### config.mk
export PLATFORM = sky130hd
export DESIGN_NAME = sct_ctrl_end_flat
export DESIGN_NICKNAME = d
export VERILOG_FILES = /design/src/inc/sct_pkg.sv /design/src/inc/sct_link_if.sv /design/src/hdl/sct_timer.sv /design/src/hdl/sct_ctrl_end.sv /design/src/flat_wrapper.sv
export VERILOG_INCLUDE_DIRS = /design/src /design/src/inc
export SDC_FILE = /design/constraint.sdc
export NUM_CORES = 1
export LEC_CHECK = 0
export ABC_AREA = 1
export ABC_CLOCK_PERIOD_IN_PS = 3100
export BUFFER_PORTS_ARGS = -buffer_cell sky130_fd_sc_hd__buf_4
export CAP_MARGIN = 10
export CORE_ASPECT_RATIO = 1.4
export CORE_UTILIZATION = 62
export DETAILED_ROUTE_END_ITERATION = 8
export PLACE_DENSITY = 0.84
export SLEW_MARGIN = 20
export SYNTH_ARGS = -nofsm -noshare
export SYNTH_HDL_FRONTEND = slang
export SYNTH_HIERARCHICAL = 1
export SYNTH_SLANG_ARGS = --single-unit
### constraint.sdc
create_clock -name mclk -period 3.1 [get_ports mclk]
set_clock_uncertainty 0.1 [all_clocks]
set_input_delay 0.31 -clock mclk [delete_from_list [all_inputs] [get_ports mclk]]
set_output_delay 0.31 -clock mclk [all_outputs]
set_load 0.01 [all_outputs]
### src/inc/sct_defs.svh
// constants for the command-timing link between memory controller and dram end
// Operation
// - loop off: strobe window at latency sum minus one
// - reads only while the loop is locked
// - wait loop exit time after latency change
// - times become clock counts, rounded up; refresh intervals rounded down
// - auto precharge waits for row active time
// - loop off: write recovery max of 4CK, 15ns
// - recovery starts four, or two, after write latency
// - refresh every 64ms, 32ms when hot
// - nine refreshes within every 70.3us
// - back to back refresh bursts are accepted
// - power-down after refresh delay and loop exit
// - one idle cycle between two refreshes
// - slow clock: precharge all after refresh
// - hold device reset low from power ramp
`ifndef SCT_DEFS_SVH
`define SCT_DEFS_SVH

`define SCT_MCLK_PS 100000
`define SCT_CK_DIV 8
`define SCT_TCK_PS (`SCT_MCLK_PS * `SCT_CK_DIV)
`define SCT_CEIL_CK(t) (((t) + `SCT_TCK_PS - 1) / `SCT_TCK_PS)
`define SCT_FLOOR_CK(t) ((t) / `SCT_TCK_PS)
`define SCT_MAX(a, b) (((a) > (b)) ? (a) : (b))

`define SCT_ADDR_W 12
`define SCT_MR_CL_MSB 3
`define SCT_MR_CL_LSB 0
`define SCT_MR_AL_MSB 5
`define SCT_MR_AL_LSB 4
`define SCT_MR_BC4_FIXED 6
`define SCT_MR_LOOP_OFF 7
`define SCT_MR_WL_MSB 11
`define SCT_MR_WL_LSB 8

`define SCT_RAS_PS 35000
`define SCT_WR_PS 15000
`define SCT_WR_MIN_CK 4
`define SCT_XPDLL_PS 24000
`define SCT_REFPDEN_CK 1
`define SCT_RFC_PS 110000
`define SCT_REFI_PS 7812500
`define SCT_REFI_HOT_PS 3906250
`define SCT_REF_WIN_PS 70300000
`define SCT_REF_WIN_CNT 9
`define SCT_REF_PEND_MAX 8
`define SCT_SLOW_CK_PS 40000
`define SCT_LOCK_CK 512
`define SCT_PWRUP_PS 200000000
`define SCT_WR_START_LONG 4
`define SCT_WR_START_CHOP 2
`define SCT_BURST_LONG_CK 4
`define SCT_BURST_CHOP_CK 2

`define SCT_RAS_CK `SCT_CEIL_CK(`SCT_RAS_PS)
`define SCT_WR_CK `SCT_MAX(`SCT_WR_MIN_CK, `SCT_CEIL_CK(`SCT_WR_PS))
`define SCT_XPDLL_CK `SCT_CEIL_CK(`SCT_XPDLL_PS)
`define SCT_REFI_CK `SCT_FLOOR_CK(`SCT_REFI_PS)
`define SCT_REFI_HOT_CK `SCT_FLOOR_CK(`SCT_REFI_HOT_PS)
`define SCT_PWRUP_CK `SCT_CEIL_CK(`SCT_PWRUP_PS)

`endif

### src/inc/sct_pkg.sv
// types for the command-timing link; only the command type is used by both ends
package sct_pkg;
	typedef enum logic [2:0] {
		CMD_NOP = 3'h0,
		CMD_ACT = 3'h1,
		CMD_RD = 3'h2,
		CMD_WR = 3'h3,
		CMD_PRE = 3'h4,
		CMD_REF = 3'h5,
		CMD_MRS = 3'h6
	} sct_cmd_t;
	typedef enum logic [2:0] {
		OP_ACT = 3'h0,
		OP_RD = 3'h1,
		OP_WR = 3'h2,
		OP_MRS = 3'h3,
		OP_PDN = 3'h4,
		OP_PUP = 3'h5
	} sct_op_t;
	typedef enum logic [5:0] {
		ST_PWR = 6'h01,
		ST_LOCK = 6'h02,
		ST_IDLE = 6'h04,
		ST_WAIT = 6'h08,
		ST_REF = 6'h10,
		ST_PDN = 6'h20
	} sct_state_t;
endpackage

### src/inc/sct_link_if.sv
// command link between the memory controller end and the dram end
`timescale 1ns/1ns
`default_nettype none
`include "sct_defs.svh"
interface sct_link_if;
	logic mem_ck;
	logic mem_cke;
	logic mem_reset_n;
	sct_pkg::sct_cmd_t mem_cmd;
	logic mem_ap;
	logic mem_bc4;
	logic [`SCT_ADDR_W-1:0] mem_addr;
	logic mem_dqs;
	logic mem_dqs_oe;
	modport ctrl(output mem_ck, mem_cke, mem_reset_n, mem_cmd, mem_ap, mem_bc4, mem_addr,
		input mem_dqs, mem_dqs_oe);
	modport dev(input mem_ck, mem_cke, mem_reset_n, mem_cmd, mem_ap, mem_bc4, mem_addr,
		output mem_dqs, mem_dqs_oe);
endinterface
`default_nettype wire

### src/hdl/sct_timer.sv
// down counter in link clock ticks, used for command spacing
`timescale 1ns/1ns
`default_nettype none
module sct_timer #(
	parameter int W = 10,
	parameter int INIT = 0
) (
	input wire logic clk, // system clock
	input wire logic rst_n, // synchronous reset, active low
	input wire logic tick, // one pulse per link clock period
	input wire logic load, // load a new count
	input wire logic [W-1:0] load_val, // count in ticks
	output logic done // count has run out
);
	logic [W-1:0] cnt_reg;

	always_ff @(posedge clk) begin
		if (!rst_n) begin
			cnt_reg <= W'(INIT);
		end else if (load) begin
			cnt_reg <= load_val;
		end else if (tick && cnt_reg != '0) begin
			cnt_reg <= cnt_reg - 1'b1;
		end
	end

	assign done = (cnt_reg == '0);
endmodule
`default_nettype wire

### src/hdl/sct_ctrl_end.sv
// memory controller end: makes the link clock, sequences and spaces commands
`timescale 1ns/1ns
`default_nettype none
`include "sct_defs.svh"
module sct_ctrl_end #(
	parameter int TW = 10
) (
	input wire logic mclk, // system clock
	input wire logic rst_n, // synchronous reset, active low
	input wire logic req, // user request, held until ack
	input wire sct_pkg::sct_op_t op, // requested operation
	input wire logic ap, // auto precharge with read or write
	input wire logic bc4, // on-the-fly burst chop select
	input wire logic [`SCT_ADDR_W-1:0] mode, // mode word for set and power-up
	input wire logic hot, // case temperature above 85 C
	output logic ack, // request taken, one cycle
	output logic ready, // idle and able to take a request
	output logic locked, // delay loop assumed locked
	sct_link_if.ctrl link // command link
);
	logic [2:0] div_reg;
	logic ck_reg;
	logic tick;
	sct_pkg::sct_state_t state_reg;
	sct_pkg::sct_cmd_t cmd_reg;
	logic ap_reg;
	logic bc4_reg;
	logic [`SCT_ADDR_W-1:0] addr_reg;
	logic [`SCT_ADDR_W-1:0] mode_reg;
	logic cke_reg;
	logic reset_n_reg;
	logic tmr_load_reg;
	logic [TW-1:0] tmr_val_reg;
	logic tmr_done;
	logic pdn_pend_reg;
	logic ref_step_reg;
	logic [TW-1:0] refi_reg;
	logic [3:0] pend_reg;
	logic [3:0] pend_next;
	logic ref_due;
	logic ref_issue;
	logic [TW-1:0] refi_limit;
	logic [TW-1:0] rd_wait;
	logic [TW-1:0] wr_wait;

	////////////////////////////////////////////////////////////////////////////////
	// link clock by division; commands change while the link clock is low
	always_ff @(posedge mclk) begin
		if (!rst_n) begin
			div_reg <= '0;
			ck_reg <= 1'b0;
		end else begin
			div_reg <= div_reg + 1'b1;
			ck_reg <= div_reg[2];
		end
	end

	assign tick = (div_reg == 3'h1);

	sct_timer #(
		.W(TW),
		.INIT(`SCT_PWRUP_CK)
	) u_tmr (
		.clk(mclk),
		.rst_n(rst_n),
		.tick(tick),
		.load(tmr_load_reg),
		.load_val(tmr_val_reg),
		.done(tmr_done)
	);

	////////////////////////////////////////////////////////////////////////////////
	// refresh owed counter; counts round down so the average stays inside the period
	assign refi_limit = hot ? TW'(`SCT_REFI_HOT_CK) : TW'(`SCT_REFI_CK);
	assign ref_due = tick && (refi_reg >= refi_limit - 1'b1);
	assign ref_issue = tick && state_reg == sct_pkg::ST_IDLE && pend_reg != '0;

	always_comb begin
		pend_next = pend_reg;
		// owed refreshes pile up during power-down and go out as a burst
		if (ref_due && pend_reg != 4'(`SCT_REF_PEND_MAX)) begin
			pend_next = pend_next + 1'b1;
		end
		if (ref_issue) begin
			pend_next = pend_next - 1'b1;
		end
	end

	always_ff @(posedge mclk) begin
		if (!rst_n) begin
			refi_reg <= '0;
			pend_reg <= '0;
		end else begin
			pend_reg <= pend_next;
			if (ref_due) begin
				refi_reg <= '0;
			end else if (tick && state_reg != sct_pkg::ST_PWR) begin
				refi_reg <= refi_reg + 1'b1;
			end
		end
	end

	////////////////////////////////////////////////////////////////////////////////
	// waits after reads and writes
	assign rd_wait = TW'(mode_reg[`SCT_MR_CL_MSB:`SCT_MR_CL_LSB])
		+ TW'(mode_reg[`SCT_MR_AL_MSB:`SCT_MR_AL_LSB]) + TW'(`SCT_BURST_LONG_CK)
		+ (ap ? TW'(`SCT_RAS_CK) : '0);
	assign wr_wait = TW'(mode_reg[`SCT_MR_WL_MSB:`SCT_MR_WL_LSB])
		+ (mode_reg[`SCT_MR_BC4_FIXED] ? TW'(`SCT_WR_START_CHOP)
		: TW'(`SCT_WR_START_LONG)) + TW'(`SCT_WR_CK);

	////////////////////////////////////////////////////////////////////////////////
	// command sequencer, acting once per link period
	always_ff @(posedge mclk) begin
		if (!rst_n) begin
			state_reg <= sct_pkg::ST_PWR;
			cmd_reg <= sct_pkg::CMD_NOP;
			ap_reg <= 1'b0;
			bc4_reg <= 1'b0;
			addr_reg <= '0;
			mode_reg <= '0;
			cke_reg <= 1'b0;
			reset_n_reg <= 1'b0;
			tmr_load_reg <= 1'b0;
			tmr_val_reg <= '0;
			pdn_pend_reg <= 1'b0;
			ref_step_reg <= 1'b0;
			ack <= 1'b0;
			locked <= 1'b0;
		end else begin
			tmr_load_reg <= 1'b0;
			ack <= 1'b0;
			if (tick) begin
				cmd_reg <= sct_pkg::CMD_NOP;
				ap_reg <= 1'b0;
				unique case (state_reg)
					sct_pkg::ST_PWR: begin
						if (tmr_done) begin
							reset_n_reg <= 1'b1;
							cke_reg <= 1'b1;
							cmd_reg <= sct_pkg::CMD_MRS;
							addr_reg <= mode;
							mode_reg <= mode;
							tmr_load_reg <= 1'b1;
							tmr_val_reg <= TW'(`SCT_LOCK_CK);
							state_reg <= sct_pkg::ST_LOCK;
						end
					end
					sct_pkg::ST_LOCK: begin
						if (tmr_done) begin
							locked <= 1'b1;
							state_reg <= sct_pkg::ST_IDLE;
						end
					end
					sct_pkg::ST_IDLE: begin
						if (pend_reg != '0) begin
							cmd_reg <= sct_pkg::CMD_REF;
							ref_step_reg <= 1'b0;
							state_reg <= sct_pkg::ST_REF;
						end else if (req) begin
							ack <= 1'b1;
							unique case (op)
								sct_pkg::OP_ACT: cmd_reg <= sct_pkg::CMD_ACT;
								sct_pkg::OP_RD: begin
									// reads are only sent once the loop has settled
									if (locked) begin
										cmd_reg <= sct_pkg::CMD_RD;
										ap_reg <= ap;
										bc4_reg <= bc4;
										tmr_load_reg <= 1'b1;
										tmr_val_reg <= rd_wait;
										state_reg <= sct_pkg::ST_WAIT;
									end
								end
								sct_pkg::OP_WR: begin
									cmd_reg <= sct_pkg::CMD_WR;
									ap_reg <= ap;
									bc4_reg <= bc4;
									tmr_load_reg <= 1'b1;
									tmr_val_reg <= wr_wait;
									state_reg <= sct_pkg::ST_WAIT;
								end
								sct_pkg::OP_MRS: begin
									cmd_reg <= sct_pkg::CMD_MRS;
									addr_reg <= mode;
									mode_reg <= mode;
									tmr_load_reg <= 1'b1;
									// turning the loop back on needs a full relock
									if (mode_reg[`SCT_MR_LOOP_OFF] && !mode[`SCT_MR_LOOP_OFF]) begin
										tmr_val_reg <= TW'(`SCT_LOCK_CK);
									end else begin
										tmr_val_reg <= TW'(`SCT_XPDLL_CK);
									end
									state_reg <= sct_pkg::ST_WAIT;
								end
								sct_pkg::OP_PDN: begin
									pdn_pend_reg <= 1'b1;
									tmr_load_reg <= 1'b1;
									tmr_val_reg <= TW'(`SCT_REFPDEN_CK + `SCT_XPDLL_CK);
									state_reg <= sct_pkg::ST_WAIT;
								end
								default: ;
							endcase
						end
					end
					sct_pkg::ST_WAIT: begin
						if (tmr_done) begin
							if (pdn_pend_reg) begin
								pdn_pend_reg <= 1'b0;
								cke_reg <= 1'b0;
								state_reg <= sct_pkg::ST_PDN;
							end else begin
								state_reg <= sct_pkg::ST_IDLE;
							end
						end
					end
					sct_pkg::ST_REF: begin
						if (!ref_step_reg) begin
							// this slot stays a no-operation between refreshes
							ref_step_reg <= 1'b1;
						end else begin
							if (`SCT_TCK_PS > `SCT_SLOW_CK_PS) begin
								cmd_reg <= sct_pkg::CMD_PRE;
							end
							state_reg <= sct_pkg::ST_IDLE;
						end
					end
					sct_pkg::ST_PDN: begin
						if (req && op == sct_pkg::OP_PUP) begin
							ack <= 1'b1;
							cke_reg <= 1'b1;
							tmr_load_reg <= 1'b1;
							tmr_val_reg <= TW'(`SCT_XPDLL_CK);
							state_reg <= sct_pkg::ST_WAIT;
						end
					end
				endcase
			end
		end
	end

	always_ff @(posedge mclk) begin
		if (!rst_n) begin
			ready <= 1'b0;
		end else begin
			ready <= (state_reg == sct_pkg::ST_IDLE) && (pend_reg == '0);
		end
	end

	assign link.mem_ck = ck_reg;
	assign link.mem_cke = cke_reg;
	assign link.mem_reset_n = reset_n_reg;
	assign link.mem_cmd = cmd_reg;
	assign link.mem_ap = ap_reg;
	assign link.mem_bc4 = bc4_reg;
	assign link.mem_addr = addr_reg;
endmodule
`default_nettype wire

### src/flat_wrapper.sv
// flat-port wrapper written by rule: the top's interface ports become plain ports
module sct_ctrl_end_flat 
#(
	parameter int TW = 10
)
  (mclk, rst_n, req, op, ap, bc4, mode, hot, ack, ready, locked, link_mem_ck, link_mem_cke, link_mem_reset_n, link_mem_cmd, link_mem_ap, link_mem_bc4, link_mem_addr, link_mem_dqs, link_mem_dqs_oe);
  sct_link_if link_i ();
  input wire logic mclk;
  input wire logic rst_n;
  input wire logic req;
  input wire sct_pkg::sct_op_t op;
  input wire logic ap;
  input wire logic bc4;
  input wire logic [`SCT_ADDR_W-1:0] mode;
  input wire logic hot;
  output logic ack;
  output logic ready;
  output logic locked;
  output wire logic [$bits(link_i.mem_ck)-1:0] link_mem_ck;
  output wire logic [$bits(link_i.mem_cke)-1:0] link_mem_cke;
  output wire logic [$bits(link_i.mem_reset_n)-1:0] link_mem_reset_n;
  output wire logic [$bits(link_i.mem_cmd)-1:0] link_mem_cmd;
  output wire logic [$bits(link_i.mem_ap)-1:0] link_mem_ap;
  output wire logic [$bits(link_i.mem_bc4)-1:0] link_mem_bc4;
  output wire logic [$bits(link_i.mem_addr)-1:0] link_mem_addr;
  input wire logic [$bits(link_i.mem_dqs)-1:0] link_mem_dqs;
  input wire logic [$bits(link_i.mem_dqs_oe)-1:0] link_mem_dqs_oe;
  assign link_mem_ck = link_i.mem_ck;
  assign link_mem_cke = link_i.mem_cke;
  assign link_mem_reset_n = link_i.mem_reset_n;
  assign link_mem_cmd = link_i.mem_cmd;
  assign link_mem_ap = link_i.mem_ap;
  assign link_mem_bc4 = link_i.mem_bc4;
  assign link_mem_addr = link_i.mem_addr;
  assign link_i.mem_dqs = link_mem_dqs;
  assign link_i.mem_dqs_oe = link_mem_dqs_oe;
  sct_ctrl_end #(.TW(TW)) u_core (.mclk(mclk), .rst_n(rst_n), .req(req), .op(op), .ap(ap), .bc4(bc4), .mode(mode), .hot(hot), .ack(ack), .ready(ready), .locked(locked), .link(link_i));
endmodule
==> results of run 1 <==
## stage by stage
| step | worst slack [ns] | hold slack, ns | instance area (sq um) | power [mW] | util [%] |
|---|---|---|---|---|---|
| 2_1_floorplan | 1.07 | 0.294 | 3720 | 1.06 | - |
| 3_3_place_gp | 0.832 | 0.331 | 4080 | 1.13 | 70.1 |
| 3_5_place_dp | 0.768 | 0.346 | 4080 | 1.14 | 70.1 |
| 4_1_cts | 0.745 | 0.0927 | 4310 | 1.95 | 74.0 |
| 5_1_grt | 0.489 | 0.104 | 4310 | 2.02 | 74.0 |
| 6_report | 0.725 | 0.104 | 4310 | 1.93 | 74.0 |
## synthesized netlist by cell type, drive strengths merged
library cell and number:
ha 14, o31ai 2, a211o 1, o32ai 1, fa 3, conb 1, nor3 3, nor3b 2
buf 4, a22oi 1, a21oi 38, nor4 3, dfxtp 65, a22o 1, or2 1, nor2 71
inv 89, nand2 106, a31oi 4, clkbuf 6, nand3 38, a211oi 1, o2111ai 3, nand3b 1
nand4 12, xnor2 3, xor2 6, o211ai 4, o21a 1, o21ai 33
## area by class of cell
type	instances	area [sq um]
Multi-Input combinational cell	357	2030
Tap cell	70	87.6
Clock inverter	5	77.6
Clock buffer	11	151
Timing Repair Buffer	44	330
Fill cell	447	1510
Inverter	89	334
Sequential cell	65	1300
## routing by layer
layer,up-vias,GRT usage (%)
li1,1765,-
met1,1589,31.9
met2,95,52.0
met3,17,6.46
met5,-,0
met4,0,10.5
## kinds of logic after synthesis
family	synth area share [%]
adders and majority gates	6.35
buffers and inverters	10.5
AOI/OAI and AO/OA	13.9
DFF	35.1
xor gates and xnor gates	2.13
other	0.101
and+or+nand+nor	32.0
## worst max-delay path, cell delays in order (launching register included)
cell and delay [ns]:
dfxtp_1 0.32, inv_1 0.07, ha_1 0.23, nand2_4 0.08
nor2_4 0.13, nand3_4 0.11, inv_1 0.19, nand2_1 0.16
nand2_1 0.12, nand3_2 0.09, nor3b_4 0.42, nand2_1 0.11
nand2_1 0.09, nor2_1 0.04
## worst max-delay path by stage
stage / from / endpoint / cells past startpoint
floorplan: u_core/div_reg[0] / u_core/pend_reg[1] / 11
global placement: u_core/u_tmr/cnt_reg[0] / u_core/tmr_val_reg[1] / 13
detailed placement: u_core/u_tmr/cnt_reg[0] / u_core/tmr_val_reg[1] / 13
CTS: u_core/u_tmr/cnt_reg[0] / u_core/tmr_val_reg[1] / 13
global route: u_core/u_tmr/cnt_reg[1] / u_core/mode_reg[8] / 10
finish: u_core/u_tmr/cnt_reg[0] / u_core/tmr_val_reg[1] / 13
## power by group through the flow
| stage | Clock (mW) | Sequential, mW | Combinational [mW] |
|---|---|---|---|
| final | 0.814 | 0.884 | 0.237 |
| after global routing | 0.868 | 0.887 | 0.265 |
| after CTS | 0.830 | 0.883 | 0.237 |
| after detailed placement | 0 | 0.902 | 0.235 |
| after global placement | 0 | 0.901 | 0.226 |
| after floorplan | 0 | 0.903 | 0.159 |
==> impl_results.md, run 1 <==
- Htree depth: 3
- CP Launch Type: flop
- DP Wirelength: ~6000 um
- Mapped Cells: roughly 520
- CTS buffer count: 9
- Die area: 6290 sq um
- GRT overflow: 0
- Critical Path Fanout Max: 12
- Internal power: about 1.4 mW
- Status: finished, final reports clean
- Placed Instances: 625
- CTS clock-pin slew for the worst setup and hold paths: ~0.070 ns
- Hold path depth: 3
- Worst r2r src: u_core/u_tmr/cnt_reg[0]
- Layout cell share with drive strength beyond 1: 17.2%
- Area grow syn2layout: 16.3%
- Yosys Warn Count: 6
- Logic gate share of total power: between 10% and 20%
- Largest net degree at the start of global routing: 38
- I/O pin total: 46
- Arr. time, crit path: around 2.5 ns
- Seq pwr share: a little under half
- Antenna violations before repair: 0
- P_leak: ~2 nW
- Highest metal used: met4
- Number of cells on the worst reg-to-reg path: 13
- Final Hold Viols: 0
- Register area share after synthesis: 35.1%
- Avg Inst Size Synth: 7.15 sq um
- Worst vdd ir: 0.390 mV
- Netlist cell types: 43
- Via density: 5.41
- WL met3: 369 um
- M1 wire length: between 3000 and 4000 um
- ANT cells: 0
- Post-Syn Area: 3710 sq um
- Max-Cap Viols: 0
- Fmax: ~420 MHz
- Post-route ant nets: 0
- Clock Power Share: a little over two fifths
- # rows: 33
- Switching share of power: between 20% and 30%
- Die height: between 90 and 100 um
- WL/cell: 13.0 um
- Post-CTS Resized: 0
- Hold-fix buffers at CTS: 0
- Worst reg-to-reg setup slack: roughly 0.73 ns
- Period utilization: between 70 and 80%
- Slew @ Worst Pin: 0.544 ns
- Nets@finish: a little over 600
- Switch Pwr: around 500 uW
- Min Clock Period, post-route: between 2 and 2.5 ns
- Met2 wire length: 4360 um
- Worst path required time: roughly 3.2 ns
- Routed WL: slightly above 8000 um
- Core footprint: ~5800 sq um
- Commonest cells after routing, fill and taps aside: nand2_1, inv_1, dfxtp_1
- Post-Layout Cell Count: between 600 and 700
- CTS tree: done
- Most common cell after layout, fill and taps aside: nand2_1
- Pwr dens: ~450 nW/um^2
- Initial cell density of the core: 63.7%
- Kind of critical path: flop to flop
- Clk_lat worst skew: between 0.3 and 0.4 ns
- RSZ-0062 raised after global routing: no
- Die W: between 60 and 70 um
- Post-CTS setup buffers: 0
- Overall Global Routing Usage: between 20% and 30%
- Final setup fails: 0
- Hold path endpoint: u_core/mode_reg[6]
- Area fraction of the dominant cell type after synthesis: between 30% and 40%
- CTS sink count: 65
- Reg2reg end: u_core/tmr_val_reg[1]
- Port buffer count: 43
- Largest register FFs: 12
- First-pass GRT wire length: 14,000 um
- Synth Register Bits: 65
- Setup TNS: 0 ns
- CP endpoint kind: flop
- Max clock buf depth: 2
- Via Count: about 3,500
- Leading area contributor after synthesis: dfxtp_1
- Fin. max-slew vios: 0
- Vias in the first global route: 3,376
- Top post-synthesis cells by area: dfxtp_1, nand2_1, inv_1
- Drt drc: 0
- Gp weighted congestion: 0.897
- Rel. slew slack: between 60 and 70%
- Root Buffer: clkbuf_8
- Hold Crit Class: input pin to flop
- Initial drt markers: 204
- HP Start: mode[6]
- TritonRoute pass-1 iters: 5
(Power assumes the default switching activity.)
==> run 2, diff against run 1 <==
--- a/config.mk
+++ b/config.mk
@@ -7,13 +7,13 @@
 export NUM_CORES = 1
 export LEC_CHECK = 0
 export ABC_AREA = 1
-export ABC_CLOCK_PERIOD_IN_PS = 3100
+export ABC_CLOCK_PERIOD_IN_PS = 2100
 export BUFFER_PORTS_ARGS = -buffer_cell sky130_fd_sc_hd__buf_4
 export CAP_MARGIN = 10
 export CORE_ASPECT_RATIO = 1.4
-export CORE_UTILIZATION = 62
+export CORE_UTILIZATION = 53
 export DETAILED_ROUTE_END_ITERATION = 8
-export PLACE_DENSITY = 0.84
+export PLACE_DENSITY = 0.77
 export SLEW_MARGIN = 20
 export SYNTH_ARGS = -nofsm -noshare
 export SYNTH_HDL_FRONTEND = slang
==> constraint.sdc (replaced) <==
create_clock -name mclk -period 2.1 [get_ports mclk]
set_clock_uncertainty 0.1 [all_clocks]
set_input_delay 0.21 -clock mclk [delete_from_list [all_inputs] [get_ports mclk]]
set_output_delay 0.21 -clock mclk [all_outputs]
set_load 0.01 [all_outputs]
==> run 2 against run 1 <==
  * Non-clock buffer count increased by 34
  * Die area up 17%
  * Cell area increased by 8.2%
  * Critical endpoint is now u_core/tmr_val_reg[2]
  * Register-to-register slack worse by 0.59 ns
  * Highest routed layer unchanged
  * Maximum frequency increased by 21%
  * Combinational power rose by 81%
==> impl_results.md, run 2 (synthesis gave the netlist of run 1 again) <==
- DP Wirelength: 6000 um (-0.17%)
- Fin. max-slew vios: 0 (unchanged)
- Via density: 5.07 (-6.2%)
- Root Buffer: clkbuf_8
- Pre-CTS WS: -0.0370 ns (-0.805 ns)
- CP Launch Type: flop
- Die area: 7340 sq um (+17%)
- Antenna violations before repair: 0 (unchanged)
- Initial cell density of the core: 55.7% (-8.0 points)
- Most common cell after layout, fill and taps aside: nand2_1
- Hold slack final: 0.0490 ns (-0.0546 ns)
- Placed Instances: 658 (+5.3%)
- Vias in the first global route: 3,401 (+0.74%)
- GR peak layer: met2
- Met2 usage: 44.4% (-7.6 points)
- CTS clock-pin slew for the worst setup and hold paths: 0.07 ns (about the same)
- CTS sink count: 65 (unchanged)
- Kind of critical path: flop to flop
- Fmax: 510 MHz (+21%)
- Drt drc: 0 (unchanged)
- Htree depth: 3 (unchanged)
- First-pass GRT wire length: 14,100 um (+0.75%)
- WL/cell: 12.1 um (-6.7%)
- Status: finished, final reports clean
- Via Count: 3,536 (+2.0%)
- Overall Global Routing Usage: 24.4% (-4.5 points)
- Max-Cap Viols: 0 (unchanged)
- Port buffer count: 43 (unchanged)
- Worst path required time: 2.25 ns (-0.98 ns)
- Die W: 72.7 um (+7.9%)
- Post-route ant nets: 0 (unchanged)
- Pwr dens: 566 nW/um^2 (+26%)
- Routed WL: 8430 um (+1.4%)
- CTS tree: done
- Min Clock Period, post-route: 1.96 ns (-0.413 ns)
- TritonRoute pass-1 iters: 5 (unchanged)
- RSZ-0062 raised after global routing: yes
- Core footprint: 6660 sq um (+14%)
- M1 GR Usage: 27.3% (-4.6 points)
- Die height: 101 um (+8.0%)
- Commonest cells after routing, fill and taps aside: nand2_1, inv_1, buf_4
- Nets@finish: 640 (+5.6%)
- ANT cells: 0 (unchanged)
- Worst vdd ir: 0.343 mV (-12%)
- Arr. time, crit path: 2.11 ns (-0.39 ns)
- GRT overflow: 0 (unchanged)
- Finished Cell Area: 4660 sq um (+8.2%)
- Final WS setup: 0.138 ns (-0.587 ns)
- Post-Layout Cell Count: 697 (+8.7%)
- Critical Path Fanout Max: 6 (-6)
- CP endpoint kind: flop
- Placed cell area: 4220 sq um (+3.3%)
- CTS buffer count: 9 (unchanged)
- Largest net degree at the start of global routing: 27 (-29%)
- Initial drt markers: 120 (-41%)
- Hold Crit Class: input pin to flop
- Gp weighted congestion: 0.881 (-1.8%)
- Area grow syn2layout: 25.9%
- Final Hold Viols: 0 (unchanged)
- P_leak: 2.15 nW (+7.8%)
- Period utilization: 93.4% (+17 points)
- I/O pin total: 46 (unchanged)
- Final setup fails: 0 (unchanged)
- Largest register FFs: 12 (unchanged)
- Clk_lat worst skew: 0.34 ns (about the same)
- Met3 Resource Use GR: 5.40% (-1.1 points)
- # rows: 35 (+6.1%)
- Layout cell share with drive strength beyond 1: 22.8% (+5.6 points)
- Max clock buf depth: 2 (unchanged)
- Final Core Density: 70.1% (-4.0 points)
==> run 2: cell types whose count changed in the layout (fill, tap and decap cells not counted), sizes merged <==
cell / before / now
clkinvlp: 1 / 2
clkinv: 2 / 4
bufinv: 2 / 0
dlygate4sd3: 0 / 11
buf: 44 / 66
==> run 2: layer usage <==
metal	part of all wire [%]	up-vias
li1	-	1831
met1	41	1626
met2	53	67
met3	3.8	12
met4	1.5	0
met5	0	-
==> run 2: critical path, stage by stage, from the launching register on <==
cell,delay (ns)
dfxtp_2,0.32
inv_2,0.07
ha_4,0.15
nand2_4,0.06
nor2_4,0.13
nand3_4,0.12
inv_4,0.11
nand2_4,0.05
nand2_2,0.05
nand3_2,0.08
nor3b_4,0.32
buf_12,0.15
nand2_1,0.05
nand2_1,0.06
nor2_1,0.04
==> run 2: stage by stage <==
step / TNS (ns) / power, mW
6_report: 0 / 2.64
5_1_grt: -0.0450 / 2.79
4_1_cts: 0 / 2.63
3_5_place_dp: -0.0693 / 1.69
3_3_place_gp: 0 / 1.69
2_1_floorplan: 0 / 1.57
==> run 2: path summary, 6_finish.rpt <==
| kind | from | endpoint | slack, ns | cells past startpoint |
|---|---|---|---|---|
| worst max register to register | u_core/u_tmr/cnt_reg[1] | u_core/tmr_val_reg[2] | 0.14 | 14 |
| worst min register to register | u_core/link.mem_bc4 | u_core/link.mem_bc4 | 0.35 | 2 |
| worst min-delay path | mode[7] | u_core/mode_reg[7] | 0.05 | 3 |
| worst max-delay path | u_core/u_tmr/cnt_reg[1] | u_core/tmr_val_reg[2] | 0.14 | 14 |
==> run 2: cell type report <==
cell class / instances / area, sq um
multi-input combinational: 357 / 2080
timing repair buffer: 78 / 659
inverter: 89 / 337
clock buffer: 10 / 128
tap: 92 / 115
clock inverter: 6 / 35.0
fill: 546 / 1990
sequential: 65 / 1310
==> run 2: power by group <==
part | switching, mW | internal, mW | total, mW | leakage (nW)
Clock | 0.482 | 0.419 | 0.901 | 0.0818
Sequential | 0.0332 | 1.27 | 1.31 | 0.528
Combinational | 0.233 | 0.197 | 0.430 | 1.54
==> run 2: what timing repair did <==
| action | CTS | global route |
|---|---|---|
| endpoints found under the setup margin | 18 | 26 |
| endpoints found under the hold margin | 11 | 0 |
| pin swaps | 0 | 11 |
| resized for setup | 2 | 22 |
| hold buffers | 11 | 0 |
| cloned | 0 | 1 |
| setup buffers | 0 | 11 |
